[src/rtl/counter_cmd_regs.svh]
/*
 Offsets, field positions, command codes, error codes and timing
 counts of the counter module command path. Assumes the includer compiles
 under a 250 MHz clock.
*/
`ifndef COUNTER_CMD_REGS_SVH
`define COUNTER_CMD_REGS_SVH

`define CLK_FREQ_HZ        250000000
`define SELFTEST_TIME_MS   500
`define SELFTEST_CYCLES    (`SELFTEST_TIME_MS * (`CLK_FREQ_HZ / 1000))
`define FLASH_HALF_MS      250
`define FLASH_CYCLES       (`FLASH_HALF_MS * (`CLK_FREQ_HZ / 1000))
`define MAX_OUT_FREQ_KHZ   40
`define MIN_GAP_CYCLES     ((`CLK_FREQ_HZ / 1000 + `MAX_OUT_FREQ_KHZ - 1) / `MAX_OUT_FREQ_KHZ)
`define LIST_LEN           3'h5

`define OP_END             8'h00
`define OP_RESET           8'h01
`define OP_OUT_OFF         8'h02
`define OP_OUT_ON          8'h03
`define OP_GLOBAL_HI       8'h06
`define OP_C5_LO           8'h11
`define OP_C5_HI           8'h18
`define OP_C7_LO           8'h31
`define OP_C7_HI           8'h39
`define OP_PG_LO           8'h71
`define OP_PG_HI           8'h77
`define OP_PARAM           8'h71
`define OP_REWRITE         8'h73
`define OP_BASIC           8'h74
`define OP_TEST            8'h81
`define OP_LIST            8'h82
`define OP_SER_RD          8'h83
`define OP_SER_CLR         8'h84
`define OP_BLK_RD          8'hf1
`define OP_BLK_WR          8'hf2
`define LIST_NUM_HI        8'h07
`define SERIES_NUM_HI      8'h07

`define ERR_NONE           8'h00
`define ERR_ILLEGAL        8'h01
`define ERR_RANGE          8'h02
`define ERR_NO_SEL         8'h03
`define ERR_SOURCE         8'h04

`define REG_CTRL           8'h00
`define REG_CMD            8'h04
`define REG_STATUS         8'h08
`define CTRL_ODIS_BIT      0
`define CMD_SRC_LO         16
`define CMD_FIRST_BIT      18
`define STAT_PEND_BIT      0
`define STAT_DONE_BIT      1
`define STAT_IRQ_BIT       2
`define STAT_ERR_LO        8

`endif

[src/rtl/counter_cmd_pkg.sv]
/*
 Types shared by both ends of the control word link.
 Assumes nothing beyond a SystemVerilog compiler.
*/
`default_nettype none

package counter_cmd_pkg;

	typedef enum logic [1:0] {
		SRC_DIRECT   = 2'h0,
		SRC_INDIRECT = 2'h1,
		SRC_LIST     = 2'h2
	} src_e;

	typedef enum logic [2:0] {
		DEV_TEST = 3'b001,
		DEV_FAIL = 3'b010,
		DEV_RUN  = 3'b100
	} dev_state_e;

endpackage

`default_nettype wire

[src/rtl/cw_link.sv]
/*
 Control word link between the controller end and the counter module end.
 Assumes both ends run on the same clock; the testbench instantiates it.
*/
`timescale 1ns/10ps
`default_nettype none

interface cw_link;
	import counter_cmd_pkg::*;

	logic       cw_valid;
	logic       cw_ready;
	logic [15:0] cw_word;
	src_e       cw_src;
	logic       cw_list_first;
	logic       ans_valid;
	logic [7:0] ans_err;
	logic       output_disable;
	logic       irq;

	modport dev (
		input  cw_valid, cw_word, cw_src, cw_list_first, output_disable,
		output cw_ready, ans_valid, ans_err, irq
	);

	modport host (
		output cw_valid, cw_word, cw_src, cw_list_first, output_disable,
		input  cw_ready, ans_valid, ans_err, irq
	);
endinterface

`default_nettype wire

[src/rtl/counter_cmd_device.sv]
/*
 Counter module end: start-up self-test timing, run and error indicators,
 control word check and decode, list termination, output enables, output
 rate limit and internal chaining of the first five counters.
 Assumes the counter logic sits on the user side on the same clock and acts
 on the dispatched opcode and selection.
*/
`timescale 1ns/10ps
`default_nettype none
`include "counter_cmd_regs.svh"

// Behaviour
// - self-test at start-up, error lamp on
// - tests pass, run lamp flashes
// - steady run after error-free parameterize commands
// - no interrupt while controller disables outputs
// - error lamp, run off on fault
// - counter output rate capped at 40 kHz
// - first five counters chain internally
// - opcode high byte, selection low byte
// - words come direct, indirect or listed
// - global codes 00..06, empty selection
// - opcodes 11..18 only counters one-five
// - opcodes 31..39 any counter one-seven
// - opcodes 71..77 counters and global registers
// - test and list opcodes need argument; series takes 0..7
// - block read/write never from lists
// - end-of-list stops the list
// - host ends lists shorter than five
// - module reset reruns self-test, error lamp
// - after reset unparameterized, outputs off
// - extended variant clears counter values
// - passed reset flashes; host must parameterize
// - outputs-off command disables all outputs
// - no counter selected gives error 03
// - counter six/seven on five-only gives 02
module counter_cmd_device
	import counter_cmd_pkg::*;
#(
	parameter int unsigned SELFTEST_CYCLES = `SELFTEST_CYCLES,
	parameter int unsigned FLASH_CYCLES    = `FLASH_CYCLES,
	parameter int unsigned MIN_GAP_CYCLES  = `MIN_GAP_CYCLES,
	parameter bit          EXTENDED        = 1'b1
) (
	input  wire logic       clk_in,
	input  wire logic       reset_n_in,
	cw_link.dev             link,
	input  wire logic       selftest_fail_in,
	input  wire logic       fault_in,
	input  wire logic       irq_event_in,
	input  wire logic [4:0] src_pulse_in,
	input  wire logic [4:0] chain_cfg_in,
	output logic            cmd_valid_out,
	output logic      [7:0] cmd_op_out,
	output logic      [7:0] cmd_sel_out,
	output logic      [6:0] outputs_en_out,
	output logic            params_valid_out,
	output logic            clear_values_out,
	output logic            err_led_out,
	output logic            run_led_out,
	output logic      [4:0] counter_pulse_out,
	output logic      [4:0] chain_in_out
);

	localparam int TW = $clog2(SELFTEST_CYCLES + 1);
	localparam int FW = $clog2(FLASH_CYCLES + 1);
	localparam int GW = $clog2(MIN_GAP_CYCLES + 1);

	typedef struct packed {
		dev_state_e        st;
		logic [TW-1:0]     tmr;
		logic [FW-1:0]     fcnt;
		logic              flash;
		logic              params_ok;
		logic              skip;
		logic [2:0]        idx;
		logic [6:0]        out_en;
		logic              ans_v;
		logic [7:0]        ans_err;
		logic              irq;
		logic              cmd_v;
		logic [7:0]        op;
		logic [7:0]        sel;
		logic              clr;
		logic [4:0][GW-1:0] gap;
		logic [4:0]        pulse;
		logic [4:0]        chain;
		logic              err_led;
		logic              run_led;
	} dev_s;

	dev_s q, d;

	// selection bit 0 is the global registers, bits 1..7 are counters 1..7
	function automatic logic [7:0] cw_error(input logic [15:0] w, input src_e s);
		logic [7:0] op;
		logic [7:0] sel;
		op  = w[15:8];
		sel = w[7:0];
		cw_error = `ERR_ILLEGAL;
		if (op <= `OP_GLOBAL_HI) begin
			cw_error = (sel == 8'h00) ? `ERR_NONE : `ERR_ILLEGAL;
		end else if (op >= `OP_C5_LO && op <= `OP_C5_HI) begin
			if (sel[7:1] == 7'h00) begin
				cw_error = `ERR_NO_SEL;
			end else if (sel[7:6] != 2'h0) begin
				cw_error = `ERR_RANGE;
			end else begin
				cw_error = sel[0] ? `ERR_ILLEGAL : `ERR_NONE;
			end
		end else if (op >= `OP_C7_LO && op <= `OP_C7_HI) begin
			if (sel[7:1] == 7'h00) begin
				cw_error = `ERR_NO_SEL;
			end else begin
				cw_error = sel[0] ? `ERR_ILLEGAL : `ERR_NONE;
			end
		end else if (op >= `OP_PG_LO && op <= `OP_PG_HI) begin
			cw_error = (sel == 8'h00) ? `ERR_NO_SEL : `ERR_NONE;
		end else if (op == `OP_TEST) begin
			cw_error = (sel == 8'h00) ? `ERR_ILLEGAL : `ERR_NONE;
		end else if (op == `OP_LIST) begin
			cw_error = (sel != 8'h00 && sel <= `LIST_NUM_HI) ? `ERR_NONE : `ERR_ILLEGAL;
		end else if (op == `OP_SER_RD || op == `OP_SER_CLR) begin
			cw_error = (sel <= `SERIES_NUM_HI) ? `ERR_NONE : `ERR_ILLEGAL;
		end else if (op == `OP_BLK_RD || op == `OP_BLK_WR) begin
			if (s == SRC_LIST) begin
				cw_error = `ERR_SOURCE;
			end else begin
				cw_error = (sel == 8'h00) ? `ERR_NO_SEL : `ERR_NONE;
			end
		end
	endfunction

	logic       take;
	logic [7:0] err;

	// words are not taken while the self-test runs
	assign link.cw_ready = (q.st != DEV_TEST);
	assign take          = link.cw_valid && link.cw_ready;
	assign err           = cw_error(link.cw_word, link.cw_src);

	always_comb begin
		d = q;
		d.ans_v = 1'b0;
		d.cmd_v = 1'b0;
		d.clr   = 1'b0;
		// events during the disable are dropped, not held for later
		d.irq = irq_event_in && !link.output_disable;

		case (q.st)
			DEV_TEST: begin
				d.tmr = q.tmr + 1'b1;
				if (q.tmr == TW'(SELFTEST_CYCLES - 1)) begin
					d.tmr = '0;
					d.st  = selftest_fail_in ? DEV_FAIL : DEV_RUN;
				end
			end
			DEV_FAIL: begin
				d.st = DEV_FAIL;
			end
			DEV_RUN: begin
				if (fault_in) begin
					d.st = DEV_FAIL;
				end
			end
			default: begin
				d.st = DEV_TEST;
			end
		endcase

		if (take) begin
			d.ans_v   = 1'b1;
			d.ans_err = `ERR_NONE;
			if (link.cw_src == SRC_LIST && link.cw_list_first) begin
				d.skip = 1'b0;
				d.idx  = 3'h0;
			end
			if (link.cw_src == SRC_LIST && (d.skip || d.idx == `LIST_LEN)) begin
				d.ans_err = `ERR_NONE;
			end else begin
				if (link.cw_src == SRC_LIST) begin
					d.idx = d.idx + 1'b1;
				end
				if (q.st == DEV_FAIL && link.cw_word[15:8] != `OP_RESET) begin
					d.ans_err = `ERR_ILLEGAL;
				end else begin
					d.ans_err = err;
				end
				if (d.ans_err == `ERR_NONE) begin
					case (link.cw_word[15:8])
						`OP_END: begin
							d.skip = (link.cw_src == SRC_LIST);
						end
						`OP_RESET: begin
							d.st        = DEV_TEST;
							d.tmr       = '0;
							d.params_ok = 1'b0;
							d.out_en    = 7'h00;
							d.clr       = EXTENDED;
							d.skip      = 1'b0;
						end
						`OP_OUT_OFF: begin
							d.out_en = 7'h00;
						end
						`OP_OUT_ON: begin
							d.out_en = 7'h7f;
						end
						`OP_PARAM, `OP_REWRITE, `OP_BASIC: begin
							d.params_ok = 1'b1;
						end
						default: begin
							d.params_ok = q.params_ok;
						end
					endcase
					if (link.cw_word[15:8] != `OP_END) begin
						d.cmd_v = 1'b1;
						d.op    = link.cw_word[15:8];
						d.sel   = link.cw_word[7:0];
					end
				end
			end
		end

		// slow blink; only while tested but not yet parameterized
		if (d.st == DEV_RUN && !d.params_ok) begin
			d.fcnt = q.fcnt + 1'b1;
			if (q.fcnt == FW'(FLASH_CYCLES - 1)) begin
				d.fcnt  = '0;
				d.flash = !q.flash;
			end
		end else begin
			d.fcnt  = '0;
			d.flash = 1'b1;
		end

		// pulses closer than the minimum gap are dropped rather than delayed,
		// so a too-fast source loses counts instead of drifting in time
		for (int i = 0; i < 5; i++) begin
			d.pulse[i] = 1'b0;
			if (q.gap[i] != '0) begin
				d.gap[i] = q.gap[i] - 1'b1;
			end
			if (src_pulse_in[i] && q.gap[i] == '0 && q.out_en[i]) begin
				d.pulse[i] = 1'b1;
				d.gap[i]   = GW'(MIN_GAP_CYCLES - 1);
			end
		end
		d.chain[0] = 1'b0;
		for (int i = 1; i < 5; i++) begin
			d.chain[i] = chain_cfg_in[i] && d.pulse[i-1];
		end

		d.err_led = (d.st != DEV_RUN) || fault_in;
		d.run_led = (d.st == DEV_RUN) && !fault_in && (d.params_ok || d.flash);
	end

	always_ff @(posedge clk_in or negedge reset_n_in) begin
		if (!reset_n_in) begin
			q         <= '0;
			q.st      <= DEV_TEST;
			q.flash   <= 1'b1;
			q.err_led <= 1'b1;
		end else begin
			q <= d;
		end
	end

	assign link.ans_valid    = q.ans_v;
	assign link.ans_err      = q.ans_err;
	assign link.irq          = q.irq;
	assign cmd_valid_out     = q.cmd_v;
	assign cmd_op_out        = q.op;
	assign cmd_sel_out       = q.sel;
	assign outputs_en_out    = q.out_en;
	assign params_valid_out  = q.params_ok;
	assign clear_values_out  = q.clr;
	assign err_led_out       = q.err_led;
	assign run_led_out       = q.run_led;
	assign counter_pulse_out = q.pulse;
	assign chain_in_out      = q.chain;

endmodule

`default_nettype wire

[src/flat_wrapper.sv]
// flat-port wrapper written by rule: the top's interface ports become plain ports
module counter_cmd_device_flat import counter_cmd_pkg::*;
#(
	parameter int unsigned SELFTEST_CYCLES = `SELFTEST_CYCLES,
	parameter int unsigned FLASH_CYCLES    = `FLASH_CYCLES,
	parameter int unsigned MIN_GAP_CYCLES  = `MIN_GAP_CYCLES,
	parameter bit          EXTENDED        = 1'b1
)
  (clk_in, reset_n_in, selftest_fail_in, fault_in, irq_event_in, src_pulse_in, chain_cfg_in, cmd_valid_out, cmd_op_out, cmd_sel_out, outputs_en_out, params_valid_out, clear_values_out, err_led_out, run_led_out, counter_pulse_out, chain_in_out, link_cw_valid, link_cw_word, link_cw_src, link_cw_list_first, link_output_disable, link_cw_ready, link_ans_valid, link_ans_err, link_irq);
  cw_link link_i ();
  input  wire logic clk_in;
  input  wire logic reset_n_in;
  input  wire logic selftest_fail_in;
  input  wire logic fault_in;
  input  wire logic irq_event_in;
  input  wire logic [4:0] src_pulse_in;
  input  wire logic [4:0] chain_cfg_in;
  output logic cmd_valid_out;
  output logic      [7:0] cmd_op_out;
  output logic      [7:0] cmd_sel_out;
  output logic      [6:0] outputs_en_out;
  output logic params_valid_out;
  output logic clear_values_out;
  output logic err_led_out;
  output logic run_led_out;
  output logic      [4:0] counter_pulse_out;
  output logic      [4:0] chain_in_out;
  input wire logic [$bits(link_i.cw_valid)-1:0] link_cw_valid;
  input wire logic [$bits(link_i.cw_word)-1:0] link_cw_word;
  input wire logic [$bits(link_i.cw_src)-1:0] link_cw_src;
  input wire logic [$bits(link_i.cw_list_first)-1:0] link_cw_list_first;
  input wire logic [$bits(link_i.output_disable)-1:0] link_output_disable;
  output wire logic [$bits(link_i.cw_ready)-1:0] link_cw_ready;
  output wire logic [$bits(link_i.ans_valid)-1:0] link_ans_valid;
  output wire logic [$bits(link_i.ans_err)-1:0] link_ans_err;
  output wire logic [$bits(link_i.irq)-1:0] link_irq;
  assign link_i.cw_valid = link_cw_valid;
  assign link_i.cw_word = link_cw_word;
  assign link_i.cw_src = link_cw_src;
  assign link_i.cw_list_first = link_cw_list_first;
  assign link_i.output_disable = link_output_disable;
  assign link_cw_ready = link_i.cw_ready;
  assign link_ans_valid = link_i.ans_valid;
  assign link_ans_err = link_i.ans_err;
  assign link_irq = link_i.irq;
  counter_cmd_device #(.SELFTEST_CYCLES(SELFTEST_CYCLES), .FLASH_CYCLES(FLASH_CYCLES), .MIN_GAP_CYCLES(MIN_GAP_CYCLES), .EXTENDED(EXTENDED)) u_core (.clk_in(clk_in), .reset_n_in(reset_n_in), .link(link_i), .selftest_fail_in(selftest_fail_in), .fault_in(fault_in), .irq_event_in(irq_event_in), .src_pulse_in(src_pulse_in), .chain_cfg_in(chain_cfg_in), .cmd_valid_out(cmd_valid_out), .cmd_op_out(cmd_op_out), .cmd_sel_out(cmd_sel_out), .outputs_en_out(outputs_en_out), .params_valid_out(params_valid_out), .clear_values_out(clear_values_out), .err_led_out(err_led_out), .run_led_out(run_led_out), .counter_pulse_out(counter_pulse_out), .chain_in_out(chain_in_out));
endmodule
[config.mk]
export PLATFORM = sky130hd
export DESIGN_NAME = counter_cmd_device_flat
export DESIGN_NICKNAME = d
export VERILOG_FILES = /design/src/rtl/counter_cmd_pkg.sv /design/src/rtl/cw_link.sv /design/src/rtl/counter_cmd_device.sv /design/src/flat_wrapper.sv
export VERILOG_INCLUDE_DIRS = /design/src /design/src/rtl
export SDC_FILE = /design/constraint.sdc
export NUM_CORES = 1
export LEC_CHECK = 0
export CAP_MARGIN = 10
export CORE_AREA = 2 2 169 171
export CTS_BUF_LIST = sky130_fd_sc_hd__clkbuf_2 sky130_fd_sc_hd__clkbuf_4 sky130_fd_sc_hd__clkbuf_8
export DETAILED_ROUTE_END_ITERATION = 10
export DIE_AREA = 0 0 171 173
export DONT_BUFFER_PORTS = 1
export GPL_TIMING_DRIVEN = 1
export REMOVE_ABC_BUFFERS = 1
export SLEW_MARGIN = 20
export SYNTH_ARGS = -nofsm -noshare
export SYNTH_HDL_FRONTEND = slang
export SYNTH_SLANG_ARGS = --single-unit
[constraint.sdc]
create_clock -name clk_in -period 3.3 [get_ports clk_in]
set_clock_uncertainty 0.15 [all_clocks]
set_input_delay 0.66 -clock clk_in [delete_from_list [all_inputs] [get_ports clk_in]]
set_output_delay 0.66 -clock clk_in [all_outputs]
set_load 0.05 [all_outputs]
==> summary.md <==
| Metric | Value |
|---|---|
| Status | `finished, violations left` |
| Failing checks | `negative hold slack` |
| Synth Register Bits | `162` |
| First-pass GRT wire length | `28500 um` |
| Synth area leaders | `dfrtp_1 48%, xor2_1 5.2%, buf_4 3.9%, nor2_1 3.7%, xnor2_1 3.1%` |
| Synth-to-layout area growth | `7.52%` |
| Clock transition at path regs | `90 ps` |
| Worst-Skew Late Latency | `460 ps` |
| Htree depth | `4` |
| Placed instance area | `0.00851 sq mm` |
| Final hold vios | `159` |
| Peak supply drop | `151 uV` |
| Pleak | `0.00387 uW` |
| Hold WS | `-243 ps` |
| Non-Filler Instances | `1197` |
| CTS max path bufs | `2` |
| Total power | `3490 uW` |
| Routed wire per std cell | `14.2 um` |
| Initial Utilization | `29.9%` |
| CP most frequent cell | `or4_4` |
| Post-synthesis cell count | `826` |
| Overall routing resource usage | `11.9%` |
| Slew Limit Headroom | `29.5%` |
| Setup violators final | `0` |
| Worst-margin pin slew | `1060 ps` |
| Ys async rst share | `100%` |
| Cell variety after synth | `73` |
| Critical path data required time | `3490 ps` |
| DR iter-0 viols | `410` |
| CTS tree | `yes` |
| Top post-synthesis cells by count | `159 x dfrtp_1, 82 x nor2_1, 63 x nand2_1, 49 x xor2_1, 43 x buf_4` |
| Initial antenna violation count | `0` |
| Synthesized cell area | `0.00827 sq mm` |
| Grt total ovfl | `0` |
| Max Cap Violations | `0` |
| Number of top-level pins | `85` |
| Slowest stage delay, CP | `570 ps` |
| RSZ-0062 raised after global routing | `no` |
| Die area | `0.0296 sq mm` |
| Tcrit/Tclk final | `88.3%` |
| CP delay by family, top | `simple AND/OR/NAND/NOR gates` |
| CP Class | `flop to flop` |
| Min cycle time layout | `2910 ps` |
| # Post-CTS Setup Buffers | `0` |
| Fin. max-slew vios | `0` |
| Core Footprint | `0.0276 sq mm` |
| Setup crit end kind | `flop` |
| Chip width | `171 um` |
| Port bufs | `0` |
| Total CTS buffers | `17` |
| Diode count | `0` |
| Critical path data arrival time | `3110 ps` |
| CTS resizes | `0` |
| Wirelength, routed | `16900 um` |
| Most frequent cell after synthesis | `dfrtp_1` |
| Clock root cell | `clkbuf_8` |
| Post-synth EDFFs | `0` |
| Synth Warn # | `0` |
| Layout cells sized above 1 | `10.1%` |
| Row cnt | `61` |
| Worst path cell trace | `or4_4, or4_4, nor4_4, a2111oi_2, nor4b_1, mux2_1` |
| DRC Markers | `0` |
| Hpwl dp | `11700 um` |
| TritonRoute pass-1 iters | `4` |
| Area leader, netlist | `dfrtp_1` |
| Dpl cells | `1165` |
| P per Cell Area | `392 mW/mm^2` |
| Die extent in y | `173 um` |
| Vias in the first global route | `5612` |
| Hold Crit Class | `input pin to asynchronous set/reset pin` |
| Post-Layout Inst Area | `0.00889 sq mm` |
| Worst path bufs/invs | `0` |
| Final net count | `851` |
| Via Count | `5766` |
| Clk sinks | `162` |
| Remaining antenna violation count | `0` |
| Via-per-instance ratio | `4.82` |
| Mapped Avg Cell Area | `10.0 sq um` |
| CP max-delay cell | `or4_4` |
| Top-area cell type share of the netlist area | `48.1%` |
| Setup crit start kind | `flop` |
| Maximum clock rate | `0.343 GHz` |
| Main synth FF type | `dfrtp_1` |
| GP Congestion | `0.790` |
| Seq/Total Area, Yosys | `49.1%` |
| Largest net degree at the start of global routing | `163` |
| Largest fanout on the critical path | `8` |
## report_power, final
| part | total (uW) | switching (uW) | internal, uW | leakage [uW] |
|---|---|---|---|---|
| Clock | 1420 | 851 | 571 | 0.000190 |
| Combinational | 50.8 | 33.2 | 17.6 | 0.00154 |
| Sequential | 2020 | 25.7 | 1990 | 0.00215 |
## cells by family (layout without fill, tap and decap cells)
logic type      after synthesis  after routing  share of synthesized area (%)
buf+inv                      85             73                           5.89
mux                          23             23                           3.06
fa+ha+maj                     9              9                           1.36
compound gates              100            100                           7.98
xor+xnor                     78             78                           8.26
other cells                   1              6                         0.0454
flops                       162            162                           49.1
simple gates                368            368                           24.3
## layout make-up
class                           count  area (sq um)
Fill cell                        2897         18700
Inverter                           23          86.3
Multi-Input combinational cell    584          3740
Timing Repair Buffer               18           148
Tap cell                          378           473
Clock inverter                     14           138
Clock buffer                       18           241
Sequential cell                   162          4060
## flip-flops by register name (all words and copies together) (netlist names)
name,cells
u_core.q,126
u_core.cmd_op_out,8
u_core.cmd_sel_out,8
u_core.counter_pulse_out,5
u_core.chain_in_out,4
u_core.link.ans_err,3
u_core.clear_values_out,1
u_core.cmd_valid_out,1
u_core.err_led_out,1
u_core.link.ans_valid,1
u_core.link.irq,1
u_core.outputs_en_out,1
u_core.params_valid_out,1
u_core.run_led_out,1
## path summary, 6_finish.rpt
kind                                          start         endpoint  slack, ps  depth (start not counted)
max in group asynchronous                reset_n_in    u_core.q[117]       2950                          0
worst min-delay path                     reset_n_in    u_core.q[157]       -240                          0
worst min register to register         u_core.q[74]     u_core.q[74]        320                          1
worst max register to register         u_core.q[43]     u_core.q[45]        390                          6
worst max-delay path                   u_core.q[43]     u_core.q[45]        390                          6
min in group clk_in             link_output_disable  u_core.link.irq        100                          1
## metal layers
layer | GRT usage [%] | vias to the layer above | routed length [um]
met2 | 19.2 | 86 | 7990
met4 | 3.71 | 0 | 207
met3 | 3.39 | 10 | 801
met5 | 0 | - | 0
li1 | - | 2829 | -
met1 | 15.5 | 2841 | 7950
## per-stage QoR
stage                     hold WS, ps  setup WS, ps  util, %  setup TNS, ps
after detailed placement          222          31.2     30.8              0
final                            -243           385     32.2              0
after global routing             -305           240     32.2              0
after CTS                        -306           375     32.2              0
after floorplan                   214         -1170        -         -18740
after global placement            224           107     30.8              0
## worst reg2reg max path: cells and delay by family, from the launching register on
kind	cells	cell delay [ps]
DFF	1	430
and+or+nand+nor	4	1720
muxes	1	310
AOI/OAI and AO/OA	1	190
## cell usage in the layout, fill, tap and decap left out, drive strengths merged, types with 4 or more instances in the layout
cell,netlist,layout
and3,16,16
and4,5,5
conb,1,6
nand2b,7,7
xnor2,29,29
ha,9,9
nor2b,8,8
a211oi,4,4
inv,23,33
nor3,44,44
mux2i,5,5
or3b,4,4
or4,8,8
buf,48,18
and2,13,13
mux2,18,18
a21oi,35,35
nor3b,6,6
dfrtp,159,159
xor2,49,49
nand2,65,65
or3,11,11
nor2,82,82
nand4,17,17
a21o,6,6
a22o,7,7
nor4b,8,8
clkbuf,14,18
nor4,25,25
o31ai,4,4
or2,6,6
nand3,32,32
o21ai,22,22
Power figures use the tool's default switching activity.
